[src/core/hcs_pkg.sv]
package hcs_pkg;
  // ==========================================================
  // Register map
  localparam logic [7:0]  HCS_OFFSET         = 8'h08;
  localparam logic [31:0] HCS_RESET_VALUE    = 32'h0000_0000;
  // ==========================================================
  // Field positions
  localparam int          HCS_BIT_SWRST      = 0;
  localparam int          HCS_BIT_CTRL_FILL  = 1;
  localparam int          HCS_BIT_BULK_FILL  = 2;
  localparam int          HCS_BIT_OWN_REQ    = 3;
  localparam int          HCS_SOC_LO         = 16;
  localparam int          HCS_SOC_HI         = 17;
  localparam int          HCS_IRQ_SO_BIT     = 0;
  localparam int          HCS_IRQ_OC_BIT     = 30;
  localparam int          HCS_CTRL_IR_BIT    = 8;
  localparam logic [1:0]  HCS_SOC_RESET      = 2'h0;
  localparam logic [1:0]  HCS_SOC_STEP       = 2'h1;
  // ==========================================================
  // Timing
  localparam int          HCS_CLK_MHZ        = 200;
  localparam int          HCS_RST_TIME_US    = 10;
  localparam int          HCS_RST_CYCLES     = HCS_RST_TIME_US * HCS_CLK_MHZ;
  localparam int          HCS_RST_CW         = 12;
  // Reset operation length, well inside the limit
  localparam logic [11:0] HCS_RST_LAST       = 12'h01f;
  // ==========================================================
  // Software reset sequencer
  typedef enum logic [1:0] {HCS_IDLE, HCS_RESETTING, HCS_DONE} hcs_state_t;
endpackage : hcs_pkg

[src/core/hcs_cmd_status.sv]
`timescale 1ns/1ps
// How it works
// - Each detected scheduling overrun outside a software reset adds one to the 2-bit count at bits 17:16.
// - Count resets to zero and wraps from three back to zero.
// - Count advances even while the overrun status flag is already set.
// - Setting ownership request raises the ownership changed status flag.
// - Ownership request clears after changeover and stays clear until rewritten.
// - At bulk head, zero skips the list; one starts processing and clears it.
// - Descriptor found on bulk list sets bulk filled again.
// - At control head, zero skips; one starts processing and clears it.
// - Descriptor found on control list sets control filled again.
// - Software reset forces suspend and resets registers, keeping interrupt routing.
// - No host bus access is started while the software reset runs.
// - Hardware clears the software reset bit when the reset is done.
// - Software reset completes within ten microseconds.
// - Software reset never resets the root hub nor signals downstream reset.
// - Writes are set-only; zeros keep bits, reads return all bits.
// - Periodic list unfinished at end of frame counts as overrun and sets flag.
module hcs_cmd_status
  import hcs_pkg::*;
(
  input  wire logic        core_clk,
  input  wire logic        rst_n,
  input  wire logic        clk_en,
  input  wire logic        reg_wr,
  input  wire logic        reg_rd,
  input  wire logic [7:0]  reg_addr,
  input  wire logic [31:0] reg_wdata,
  output logic      [31:0] reg_rdata,
  input  wire logic        periodic_overrun,
  input  wire logic        ownership_done,
  input  wire logic        bulk_head,
  input  wire logic        bulk_td_found,
  input  wire logic        ctrl_head,
  input  wire logic        ctrl_td_found,
  output logic             bulk_start,
  output logic             ctrl_start,
  output logic             sched_overrun_set,
  output logic             ownership_changed_set,
  output logic             suspend_force,
  output logic             oper_regs_reset,
  output logic             bus_access_block,
  output logic             swrst_done
);
  // ==========================================================
  // Decode
  function automatic logic hit(input logic [7:0] a);
    hit = (a == HCS_OFFSET);
  endfunction : hit

  logic       wr_hit;
  logic [1:0] soc_r;
  logic       own_req_r;
  logic       bulk_r;
  logic       ctrl_r;
  logic       swrst_r;
  hcs_state_t st_r;
  logic [HCS_RST_CW-1:0] cnt_r;

  assign wr_hit = reg_wr && hit(reg_addr);

  // ==========================================================
  // Overrun counter
  always_ff @(posedge core_clk)
  begin
    if (!rst_n)
      soc_r <= HCS_SOC_RESET;
    else if (clk_en && st_r == HCS_RESETTING)
      soc_r <= HCS_SOC_RESET;
    else if (clk_en && periodic_overrun)
      soc_r <= soc_r + HCS_SOC_STEP;
  end

  always_ff @(posedge core_clk)
  begin
    if (!rst_n)
      sched_overrun_set <= 1'b0;
    else if (clk_en)
      sched_overrun_set <= periodic_overrun;
  end

  // ==========================================================
  // Ownership change
  always_ff @(posedge core_clk)
  begin
    if (!rst_n)
    begin
      own_req_r             <= 1'b0;
      ownership_changed_set <= 1'b0;
    end
    else if (clk_en)
    begin
      ownership_changed_set <= wr_hit && reg_wdata[HCS_BIT_OWN_REQ];
      if (wr_hit && reg_wdata[HCS_BIT_OWN_REQ])
        own_req_r <= 1'b1;
      else if (ownership_done || st_r == HCS_RESETTING)
        own_req_r <= 1'b0;
    end
  end

  // ==========================================================
  // List filled flags
  always_ff @(posedge core_clk)
  begin
    if (!rst_n)
    begin
      bulk_r     <= 1'b0;
      ctrl_r     <= 1'b0;
      bulk_start <= 1'b0;
      ctrl_start <= 1'b0;
    end
    else if (clk_en)
    begin
      bulk_start <= bulk_head && bulk_r && st_r == HCS_IDLE;
      ctrl_start <= ctrl_head && ctrl_r && st_r == HCS_IDLE;
      if (wr_hit && reg_wdata[HCS_BIT_BULK_FILL])
        bulk_r <= 1'b1;
      else if (st_r == HCS_RESETTING)
        bulk_r <= 1'b0;
      else if (bulk_td_found)
        bulk_r <= 1'b1;
      else if (bulk_head)
        bulk_r <= 1'b0;
      if (wr_hit && reg_wdata[HCS_BIT_CTRL_FILL])
        ctrl_r <= 1'b1;
      else if (st_r == HCS_RESETTING)
        ctrl_r <= 1'b0;
      else if (ctrl_td_found)
        ctrl_r <= 1'b1;
      else if (ctrl_head)
        ctrl_r <= 1'b0;
    end
  end

  // ==========================================================
  // Software reset sequencer
  always_ff @(posedge core_clk)
  begin
    if (!rst_n)
    begin
      st_r    <= HCS_IDLE;
      cnt_r   <= '0;
      swrst_r <= 1'b0;
    end
    else if (clk_en)
    begin
      case (st_r)
        HCS_IDLE:
        begin
          cnt_r <= '0;
          if (wr_hit && reg_wdata[HCS_BIT_SWRST])
          begin
            swrst_r <= 1'b1;
            st_r    <= HCS_RESETTING;
          end
        end
        HCS_RESETTING:
        begin
          cnt_r <= cnt_r + 1'b1;
          if (cnt_r == HCS_RST_LAST)
            st_r <= HCS_DONE;
        end
        HCS_DONE:
        begin
          swrst_r <= 1'b0;
          st_r    <= HCS_IDLE;
        end
        default: st_r <= HCS_IDLE;
      endcase
    end
  end

  // Root hub and port signalling are not touched here
  always_ff @(posedge core_clk)
  begin
    if (!rst_n)
    begin
      suspend_force    <= 1'b0;
      oper_regs_reset  <= 1'b0;
      bus_access_block <= 1'b0;
      swrst_done       <= 1'b0;
    end
    else if (clk_en)
    begin
      suspend_force    <= (st_r == HCS_RESETTING);
      oper_regs_reset  <= (st_r == HCS_RESETTING);
      bus_access_block <= (st_r != HCS_IDLE) || (wr_hit && reg_wdata[HCS_BIT_SWRST]);
      swrst_done       <= (st_r == HCS_DONE);
    end
  end

  // ==========================================================
  // Read path
  always_ff @(posedge core_clk)
  begin
    if (!rst_n)
      reg_rdata <= HCS_RESET_VALUE;
    else if (clk_en)
    begin
      reg_rdata <= HCS_RESET_VALUE;
      if (reg_rd && hit(reg_addr))
      begin
        reg_rdata[HCS_SOC_HI:HCS_SOC_LO] <= soc_r;
        reg_rdata[HCS_BIT_OWN_REQ]       <= own_req_r;
        reg_rdata[HCS_BIT_BULK_FILL]     <= bulk_r;
        reg_rdata[HCS_BIT_CTRL_FILL]     <= ctrl_r;
        reg_rdata[HCS_BIT_SWRST]         <= swrst_r;
      end
    end
  end

  // ==========================================================
  // Checks
  a_soc_increment: assert property (@(posedge core_clk) disable iff (!rst_n)
    clk_en && periodic_overrun && st_r != HCS_RESETTING |=> soc_r == $past(soc_r) + HCS_SOC_STEP)
    else $error("overrun count did not advance");
  a_soc_wrap: assert property (@(posedge core_clk) disable iff (!rst_n)
    clk_en && periodic_overrun && soc_r == 2'h3 && st_r != HCS_RESETTING |=> soc_r == 2'h0)
    else $error("overrun count did not wrap");
  a_soc_flag: assert property (@(posedge core_clk) disable iff (!rst_n)
    clk_en && periodic_overrun |=> sched_overrun_set)
    else $error("overrun flag not raised");
  a_own_flag: assert property (@(posedge core_clk) disable iff (!rst_n)
    clk_en && wr_hit && reg_wdata[HCS_BIT_OWN_REQ] |=> ownership_changed_set && own_req_r)
    else $error("ownership flag not raised");
  a_own_clear: assert property (@(posedge core_clk) disable iff (!rst_n)
    clk_en && ownership_done && !wr_hit |=> !own_req_r)
    else $error("ownership request not cleared");
  a_bulk_start: assert property (@(posedge core_clk) disable iff (!rst_n)
    clk_en && bulk_head && !bulk_r |=> !bulk_start)
    else $error("empty bulk list started");
  a_bulk_set_wins: assert property (@(posedge core_clk) disable iff (!rst_n)
    clk_en && bulk_head && wr_hit && reg_wdata[HCS_BIT_BULK_FILL] |=> bulk_r)
    else $error("bulk fill set lost");
  a_ctrl_refill: assert property (@(posedge core_clk) disable iff (!rst_n)
    clk_en && ctrl_td_found && st_r == HCS_IDLE |=> ctrl_r)
    else $error("control fill not restored");
  a_swrst_bound: assert property (@(posedge core_clk) disable iff (!rst_n)
    $rose(swrst_r) |-> ##[1:40] !swrst_r)
    else $error("software reset too long");
  a_swrst_nobus: assert property (@(posedge core_clk) disable iff (!rst_n)
    clk_en && st_r == HCS_RESETTING |=> bus_access_block)
    else $error("bus not blocked in reset");
  c_overrun: cover property (@(posedge core_clk) periodic_overrun && soc_r == 2'h3);
  c_swrst: cover property (@(posedge core_clk) swrst_done);
  c_bulk: cover property (@(posedge core_clk) bulk_start);
  c_own: cover property (@(posedge core_clk) ownership_changed_set);
endmodule : hcs_cmd_status

[config.mk]
export PLATFORM = sky130hd
export DESIGN_NAME = hcs_cmd_status
export DESIGN_NICKNAME = d
export VERILOG_FILES = /design/src/core/hcs_pkg.sv /design/src/core/hcs_cmd_status.sv
export SDC_FILE = /design/constraint.sdc
export NUM_CORES = 1
export LEC_CHECK = 0
export ABC_AREA = 1
export BUFFER_PORTS_ARGS = -buffer_cell sky130_fd_sc_hd__buf_2
export CAP_MARGIN = 10
export CORE_UTILIZATION = 38
export CTS_BUF_LIST = sky130_fd_sc_hd__clkbuf_16
export DETAILED_ROUTE_END_ITERATION = 16
export GPL_TIMING_DRIVEN = 0
export PLACE_DENSITY_LB_ADDON = 0.1
export SYNTH_ARGS = -nofsm -noshare
export SYNTH_HDL_FRONTEND = slang
export SYNTH_SLANG_ARGS = --single-unit
[constraint.sdc]
create_clock -name core_clk -period 1.5 [get_ports core_clk]
set_clock_uncertainty 0.05 [all_clocks]
set_input_delay 0.15 -clock core_clk [delete_from_list [all_inputs] [get_ports core_clk]]
set_output_delay 0.15 -clock core_clk [all_outputs]
set_load 0.005 [all_outputs]
==> flow_metrics.py, run 1 <==
metrics = {
    "logic_synthesis": {
        "syn_area_per_cell_um2": 7.369,
        "synth_warnings": 0,
        "ys_seq_elements": 33,
        "yosys.area.top_type": "dfxtp_1",
        "yosys.area.top_type_share": 0.3815,
        "yosysUniqueCellTypes": 31,
        "syn_area_um2": 1732,
        "ys_seq_area_frac": 0.3815,
        "synth_area_leaders": "dfxtp_1 38%, buf_4 12%, nand2_1 9.8%",
        "synthCells": 235,
    },
    "routing": {
        "post_drt_wl_per_cell_um": 10.78,
        "dr_total_vias": 1619,
        "via_per_inst": 4.548,
        "antenna_left": 0,
        "wl_um": 3836,
        "drtIter0Drc": 50,
        "drc": 1,
        "first_pass_iters": 11,
    },
    "layout": {
        "final_common_cell": "nand2_1",
        "final_nets": 355,
        "diodes": 0,
        "n_fill_cell": 445,
        "final_cells": 356,
        "syn2layout_area_growth_pct": 30.85,
        "drive_gt1_frac": 0.3026,
        "layout_common_cells": "45 x nand2_1, 36 x buf_2, 31 x dfxtp_1",
    },
    "clocking": {
        "clk_pin_slew_ns": 0.05,
        "cts_sinks": 33,
        "clock-root-buffer": "clkbuf_16",
        "cts_buffers": 5,
        "cts_tree": "yes",
        "clk_latency_ns": 0.28,
        "htreeDepth": 2,
        "clock_path_buffers": 2,
    },
    "floorplan": {
        "die_w_um": 69.51,
        "start_util": 0.3977,
        "die_area_um2": 4831,
        "coreArea_um2": 4354,
        "num_io_pins": 91,
        "dieHeight_um": 69.51,
        "rows": 24,
    },
    "worst_setup_path": {
        "critPathArrivalTime_ns": 1.51,
        "end_kind": "flop",
        "cp.required_ns": 1.62,
        "criticalPathCategory": "reg2reg",
        "worstPathMaxFanout": 3,
        "start_kind": "flop",
        "reg2reg_slack_ns": 0.11,
    },
    "placement": {
        "gp_congestion": 0.7708,
        "dp_hpwl_um": 2835,
        "io_buffers": 35,
        "dp.cells": 347,
    },
    "hold_path": {
        "hp-class": "in2reg",
    },
    "outcome": {
        "violations": "DRC",
        "status": "finished with violations",
    },
    "global_routing": {
        "grt_max_degree": 11,
        "globalRouteTotalUtil": 0.1672,
        "antenna_found_initial": 0,
        "grt_pass1_vias": 1411,
        "grt_pass1_wl_um": 6334,
        "grt-ovfl-total": 0,
    },
    "timing": {
        "clock.fmax_mhz": 720.8,
        "finalCritPeriodShare": 0.9249,
        "final_hold_viol_count": 0,
        "rsz0062_at_grt": "false",
        "slew_violations": 0,
        "fin_crit_ns": 1.387,
        "worst_pin_slew_ns": 0.5254,
        "setup_tns_ns": 0,
        "setup_viol": 0,
        "slew_headroom": 0.6497,
    },
    "power_and_ir_drop": {
        "powerDensity_nw_per_um2": 984.1,
        "p_leak_nw": 1.029,
        "power.total_w": 0.002230,
        "peakVddDrop_mv": 0.4710,
    },
    "job": {
        "maxCapViolations": 0,
    },
}
registers in the layout, indices dropped and copies added, names as in the netlist, 2 cells and up:
name       count
cnt_r         12
st_r           2
reg_rdata      6
soc_r          2
logic make-up (layout without fill, tap and decap cells):
family          Yosys count  in the layout  synth area share
other cells               1             26          0.002166
simple gates             94             94            0.2623
flops                    33             33            0.3815
buf+inv                  58            102            0.1944
xor+xnor                  1              1          0.005059
compound gates           47             47            0.1474
fa+ha+maj                 1              1          0.007224
cells in the mapped netlist, drive strengths merged:
master,count
nor2,22
clkinv,1
clkbuf,2
a221oi,3
nand3,18
nand2,46
o22ai,1
conb,1
nor3b,1
a21oi,22
a31oi,3
o21ai,18
nand3b,1
dfxtp,33
and2,1
inv,24
nand4,5
xor2,1
ha,1
buf,31
power by group:
part	total [W]	switching, W	internal, W
clock network	0.00113	0.000359	0.000771
logic	0.000198	0.0000985	0.0000991
registers	0.000903	0.0000110	0.000892
total	0.00223	0.000468	0.00176
stage by stage:
step	hold slack (ns)	setup WS [ns]	util	cell area, µm²
3_3_place_gp	0.3784	0.05685	0.4744	2066
2_1_floorplan	0.2384	0.1829	-	1826
3_5_place_dp	0.3746	0.01913	0.4744	2066
5_1_grt	0.09413	0.007433	0.5204	2266
6_report	0.09062	0.1126	0.5204	2266
4_1_cts	0.08804	0.01377	0.5118	2228
worst max-delay path, stage by stage (launching register included):
cell and delay (ns):
dfxtp_4 0.36, ha_4 0.14, nand3_2 0.10, nor2_4 0.14, inv_1 0.08, nor2_4 0.11, nand3_1 0.10, o21ai_1 0.15
a21oi_1 0.05
area by class of cell:
type / instances / area (µm²) / share of cell area
Multi-Input combinational cell: 169 / 850.8 / 0.3755
Clock buffer: 5 / 125.1 / 0.05522
Timing Repair Buffer: 36 / 182.7 / 0.08062
Buffer: 33 / 241.5 / 0.1066
Inverter: 25 / 95.09 / 0.04197
Tap cell: 52 / 65.06 / 0.02871
Clock inverter: 3 / 37.54 / 0.01657
Sequential cell: 33 / 668.1 / 0.2949
worst paths after layout:
kind,start,endpoint,cells after the start
setup reg to reg,cnt_r[1],cnt_r[10],8
hold reg to reg,swrst_r,swrst_r,2
hold / removal,reg_wdata[2],bulk_r,3
setup / recovery,cnt_r[1],cnt_r[10],8
what timing repair did:
action | in CTS | in global routing
gates resized for setup | 0 | 8
setup buffers | 0 | 1
hold buffers | 0 | 0
endpoints found under the hold margin | 0 | 0
setup endpoints to repair | 0 | 5
per-layer routing:
layer | global-route usage | share of wire | vias up | wire [µm]
li1 | - | - | 852 | -
met1 | 0.2073 | 0.46 | 715 | 1766
met2 | 0.2805 | 0.48 | 47 | 1846
met3 | 0.03634 | 0.046 | 5 | 176
met4 | 0.06803 | 0.012 | 0 | 46
met5 | 0 | 0 | - | 0
Note: power is estimated with default switching activity, not from simulation.
==> run 2, diff against run 1 <==
--- a/config.mk
+++ b/config.mk
@@ -6,7 +6,7 @@
 export NUM_CORES = 1
 export LEC_CHECK = 0
 export ABC_AREA = 1
-export BUFFER_PORTS_ARGS = -buffer_cell sky130_fd_sc_hd__buf_2
+export BUFFER_PORTS_ARGS = -buffer_cell sky130_fd_sc_hd__clkbuf_2
 export CAP_MARGIN = 10
 export CORE_UTILIZATION = 38
 export CTS_BUF_LIST = sky130_fd_sc_hd__clkbuf_16
==> flow_metrics.py, run 2 (synthesis gave the netlist of run 1 again) <==
metrics = {
    "placement": {
        "io_buffers": 35,
        "dp_hpwl_um": 2802,
        "place_area_um2": 2066,
        "dp.cells": 347,
        "dp_slack_ns": 0.02064,
        "gp_congestion": 0.7731,
    },
    "worst_setup_path": {
        "cp_cell_sequence": "ha_4, nand3_2, nor2_4, inv_2, nor2_4, nand3_2, o21ai_2, a21oi_1",
        "cp.required_ns": 1.61,
        "reg2reg_slack_ns": 0.16,
        "path_buf_inv": 1,
        "start_kind": "flop",
        "end_kind": "flop",
        "worstPathMaxFanout": 3,
        "r2r-start": "cnt_r[0]",
        "path_depth": 8,
        "cp_slowest_cell": "dfxtp_4",
        "r2r_end": "cnt_r[10]",
        "ff2ff_path_depth": 8,
        "critPathArrivalTime_ns": 1.45,
        "criticalPathCategory": "reg2reg",
        "max_stage_delay_ns": 0.36,
        "critPathTopFamily": "simple AND/OR/NAND/NOR gates",
    },
    "layout": {
        "regMostFlops": "cnt_r",
        "drive_gt1_frac": 0.3168,
        "top_regs": "cnt_r x12, reg_rdata x6",
        "diodes": 0,
        "syn2layout_area_growth_pct": 32.51,
        "final_nets": 354,
        "final_cells": 355,
        "final_common_cell": "nand2_1",
        "n_fill_cell": 431,
        "layout_common_cells": "45 x nand2_1, 35 x clkbuf_2, 31 x dfxtp_1",
        "largest_reg_flops": 12,
        "final_cell_area_um2": 2295,
    },
    "timing": {
        "clock.fmax_mhz": 748.0,
        "finalCritPeriodShare": 0.8913,
        "fin_crit_ns": 1.337,
        "rsz0062_at_grt": "false",
        "setup_viol": 0,
        "slew_violations": 0,
        "fin_ws_ns": 0.1630,
        "timing.hold.ws_ns": 0.07045,
        "final_hold_viol_count": 0,
        "setup_tns_ns": 0,
    },
    "global_routing": {
        "antenna_found_initial": 0,
        "grt_max_degree": 12,
        "globalRouteTotalUtil": 0.1697,
        "grt_pass1_vias": 1454,
        "grt_pass1_wl_um": 6513,
        "grt-ovfl-total": 0,
    },
    "outcome": {
        "violations": "DRC",
        "status": "finished with violations",
    },
    "floorplan": {
        "start_util": 0.3977,
        "rows": 24,
        "coreArea_um2": 4354,
        "die_area_um2": 4831,
        "die_w_um": 69.51,
        "num_io_pins": 91,
        "dieHeight_um": 69.51,
    },
    "clocking": {
        "htreeDepth": 2,
        "cts_resized": 0,
        "cts_buffers": 5,
        "cts_hold_buf": 0,
        "cts_tree": "yes",
        "clk_pin_slew_ns": 0.05,
        "cts_setup_buffers": 0,
        "clock_path_buffers": 2,
        "clock-root-buffer": "clkbuf_16",
        "clk_latency_ns": 0.27,
        "cts_sinks": 33,
    },
    "routing": {
        "first_pass_iters": 10,
        "drtIter0Drc": 57,
        "antenna_left": 0,
        "dr_total_vias": 1587,
        "post_drt_wl_per_cell_um": 10.57,
        "drc": 1,
        "via_per_inst": 4.470,
        "wl_um": 3751,
    },
    "hold_path": {
        "hp-class": "in2reg",
        "worstHoldStart": "reg_wdata[2]",
        "hold_depth": 3,
        "worstHoldEndpoint": "bulk_r",
    },
    "power_and_ir_drop": {
        "seqPwrFrac": 0.372,
        "p_int_w": 0.001939,
        "peakVddDrop_mv": 0.6348,
        "p_comb_frac": 0.081,
        "clock_power_share": 0.546,
        "p_leak_nw": 1.030,
        "switching_share": 0.2003,
        "p_sw_w": 0.0004855,
        "powerDensity_nw_per_um2": 1057,
    },
    "job": {
        "maxCapViolations": 0,
    },
}
run 2: power groups by stage:
stage               registers (W)  logic (W)  clock network [W]
floorplan                0.000924   0.000134                  0
global placement         0.000925   0.000196                  0
detailed placement       0.000925   0.000196                  0
CTS                      0.000906   0.000197            0.00134
global route             0.000905   0.000220            0.00139
finish                   0.000903   0.000198            0.00132
run 2: layout make-up:
cell class | count | area [µm²] | share of cell area
Inverter | 25 | 95.09 | 0.04144
Timing Repair Buffer | 35 | 175.2 | 0.07634
Buffer | 33 | 241.5 | 0.1052
Tap cell | 52 | 65.06 | 0.02835
Multi-Input combinational cell | 169 | 859.6 | 0.3746
Clock inverter | 3 | 65.06 | 0.02835
Sequential cell | 33 | 668.1 | 0.2912
Clock buffer | 5 | 125.1 | 0.05453
run 2: how the worst max path moves through the flow:
stage	end	start	slack [ns]
after floorplan	cnt_r[10]	cnt_r[0]	0.18
after global placement	cnt_r[10]	cnt_r[0]	0.06
after detailed placement	cnt_r[10]	cnt_r[0]	0.02
after CTS	cnt_r[10]	cnt_r[1]	0.01
after global routing	cnt_r[10]	cnt_r[0]	0.02
final	cnt_r[10]	cnt_r[0]	0.16
run 2: metal layers:
| layer | track usage | part of all wire | routed length (µm) |
|---|---|---|---|
| met5 | 0 | 0 | 0 |
| met4 | 0.05442 | 0.0051 | 19 |
| met3 | 0.04506 | 0.047 | 175 |
| met2 | 0.2816 | 0.47 | 1772 |
| met1 | 0.2136 | 0.48 | 1784 |
run 2: through the flow:
stage,util,power (W)
after floorplan,-,0.001058
after global placement,0.4744,0.001120
after detailed placement,0.4744,0.001121
after CTS,0.5181,0.002445
after global routing,0.5270,0.002518
final,0.5270,0.002424
run 2: worst min-delay path, cell delays in order:
cell,delay [ns]
clkbuf_2,0.08
nand2_1,0.05
a31oi_1,0.06
==> run 3, diff against run 2 <==
--- a/config.mk
+++ b/config.mk
@@ -8,7 +8,9 @@
 export ABC_AREA = 1
 export BUFFER_PORTS_ARGS = -buffer_cell sky130_fd_sc_hd__clkbuf_2
 export CAP_MARGIN = 10
-export CORE_UTILIZATION = 38
+export CELL_PAD_IN_SITES_DETAIL_PLACEMENT = 1
+export CELL_PAD_IN_SITES_GLOBAL_PLACEMENT = 1
+export CORE_UTILIZATION = 30
 export CTS_BUF_LIST = sky130_fd_sc_hd__clkbuf_16
 export DETAILED_ROUTE_END_ITERATION = 16
 export GPL_TIMING_DRIVEN = 0
==> flow_metrics.py, run 3 (synthesis gave the netlist of run 1 again) <==
metrics = {
    "layout": {
        "syn2layout_area_growth_pct": 30.56,
        "diodes": 0,
        "final_common_cell": "nand2_1",
        "ff_latch_area_um2": 665.6,
        "regMostFlops": "cnt_r",
        "largest_reg_flops": 12,
        "layout_common_cells": "45 x nand2_1, 35 x clkbuf_2, 31 x dfxtp_1",
        "multi_input_area_um2": 845.8,
        "post-route-util": 0.4081,
        "top_regs": "cnt_r x12, reg_rdata x6",
        "drive_gt1_frac": 0.3059,
        "n_fill_cell": 725,
        "final_nets": 355,
    },
    "floorplan": {
        "coreArea_um2": 5540,
        "rows": 27,
        "num_io_pins": 91,
        "die_area_um2": 6080,
        "dieHeight_um": 77.98,
        "die_w_um": 77.98,
        "start_util": 0.3126,
    },
    "timing": {
        "setup_tns_ns": 0,
        "fin_crit_ns": 1.389,
        "final_hold_viol_count": 0,
        "rsz0062_at_grt": "false",
        "slew_violations": 0,
        "setup_viol": 0,
        "slew_headroom": 0.6656,
        "fin_ws_ns": 0.1112,
        "worst_pin_slew_ns": 0.5015,
        "clock.fmax_mhz": 720.1,
        "finalCritPeriodShare": 0.9258,
        "timing.hold.ws_ns": 0.07406,
    },
    "worst_setup_path": {
        "start_kind": "flop",
        "end_kind": "flop",
        "ff2ff_path_depth": 9,
        "crit_end": "st_r[0]",
        "r2r-start": "cnt_r[0]",
        "startpoint": "cnt_r[0]",
        "worstPathMaxFanout": 3,
        "critPathArrivalTime_ns": 1.48,
        "criticalPathCategory": "reg2reg",
        "reg2reg_slack_ns": 0.11,
        "r2r_end": "st_r[0]",
        "cp.required_ns": 1.59,
    },
    "global_routing": {
        "met3_usage": 0.02941,
        "top_usage_layer": "met2",
        "grt_pass1_vias": 1662,
        "grt-ovfl-total": 0,
        "globalRouteTotalUtil": 0.1571,
        "grt_use_met2": 0.2540,
        "gr-usage-met1": 0.2051,
        "antenna_found_initial": 0,
        "grt_max_degree": 11,
        "grt_pass1_wl_um": 7479,
    },
    "power_and_ir_drop": {
        "switching_share": 0.2349,
        "clock_power_share": 0.471,
        "p_leak_nw": 1.013,
        "seqPwrFrac": 0.434,
        "p_sw_w": 0.0004898,
        "peakVddDrop_mv": 0.5883,
        "p_int_w": 0.001595,
        "p_comb_frac": 0.096,
        "powerDensity_nw_per_um2": 922.1,
    },
    "clocking": {
        "clk_pin_slew_ns": 0.06,
        "htreeDepth": 2,
        "clock_path_buffers": 2,
        "clk_latency_ns": 0.28,
        "cts_hold_buf": 0,
        "cts_sinks": 33,
        "clock-root-buffer": "clkbuf_16",
        "cts_tree": "yes",
        "cts_buffers": 5,
    },
    "routing": {
        "wl_um": 4375,
        "post_drt_wl_per_cell_um": 11.64,
        "dr_total_vias": 1653,
        "drtIter0Drc": 94,
        "via_per_inst": 4.396,
        "drc": 0,
        "first_pass_iters": 4,
        "antenna_left": 0,
    },
    "outcome": {
        "status": "finished clean",
    },
    "placement": {
        "gp_congestion": 0.7472,
        "dp_slack_ns": -0.005395,
        "dp_hpwl_um": 3454,
        "io_buffers": 35,
    },
    "hold_path": {
        "hp-class": "in2reg",
        "worstHoldStart": "reg_wdata[2]",
    },
    "job": {
        "maxCapViolations": 0,
    },
}
-- run 3: final cells by class --
class,instances,share of cell area
Tap cell,72,0.03985
Inverter,25,0.04206
Sequential cell,33,0.2944
Buffer,33,0.1068
Multi-Input combinational cell,169,0.3741
Timing Repair Buffer,36,0.08080
Clock buffer,5,0.05534
Clock inverter,3,0.006641
-- run 3: per-stage QoR --
stage / cells / total power, W / instance area, µm²
CTS: 376 / 0.002109 / 2238
global route: 376 / 0.002182 / 2261
floorplan: 260 / 0.001058 / 1826
finish: 376 / 0.002085 / 2261
detailed placement: 367 / 0.001124 / 2091
global placement: 367 / 0.001122 / 2091
-- run 3: worst max-delay path: stages, from the launching register on --
cell and delay, ns:
dfxtp_4 0.37, ha_4 0.14, nand3_2 0.09, nor2_2 0.13, buf_4 0.13, nand2_1 0.06
nand2_1 0.08, nand3_1 0.08, nand2_1 0.06, a21oi_1 0.06
-- run 3: metal layers --
| metal | vias to the layer above | routed length, µm | share of wire |
|---|---|---|---|
| met5 | - | 0 | 0 |
| li1 | 855 | - | - |
| met3 | 7 | 173 | 0.040 |
| met2 | 42 | 2103 | 0.48 |
| met4 | 0 | 57 | 0.013 |
| met1 | 749 | 2040 | 0.47 |
-- run 3: worst min path at each step --
stage / slack, ns / depth (start not counted) / end
after floorplan: 0.24 / 2 / reg_rdata[0]
after global placement: 0.36 / 3 / bulk_r
after detailed placement: 0.36 / 3 / bulk_r
after CTS: 0.07 / 3 / bulk_r
after global routing: 0.09 / 3 / bulk_r
final: 0.07 / 3 / bulk_r
-- run 3: power by group through the flow --
stage	Combinational (W)	Clock, W	Sequential [W]
global route	0.000225	0.00105	0.000906
finish	0.000199	0.000982	0.000904
detailed placement	0.000199	0	0.000925
CTS	0.000200	0.00100	0.000906
global placement	0.000198	0	0.000925
floorplan	0.000134	0	0.000924
-- run 3: timing repair --
action	4_1_cts	5_1_grt
resized for setup	0	7
setup endpoints to repair	2	5
buffers inserted	1	0
gates cloned	0	0
pin swaps	1	2
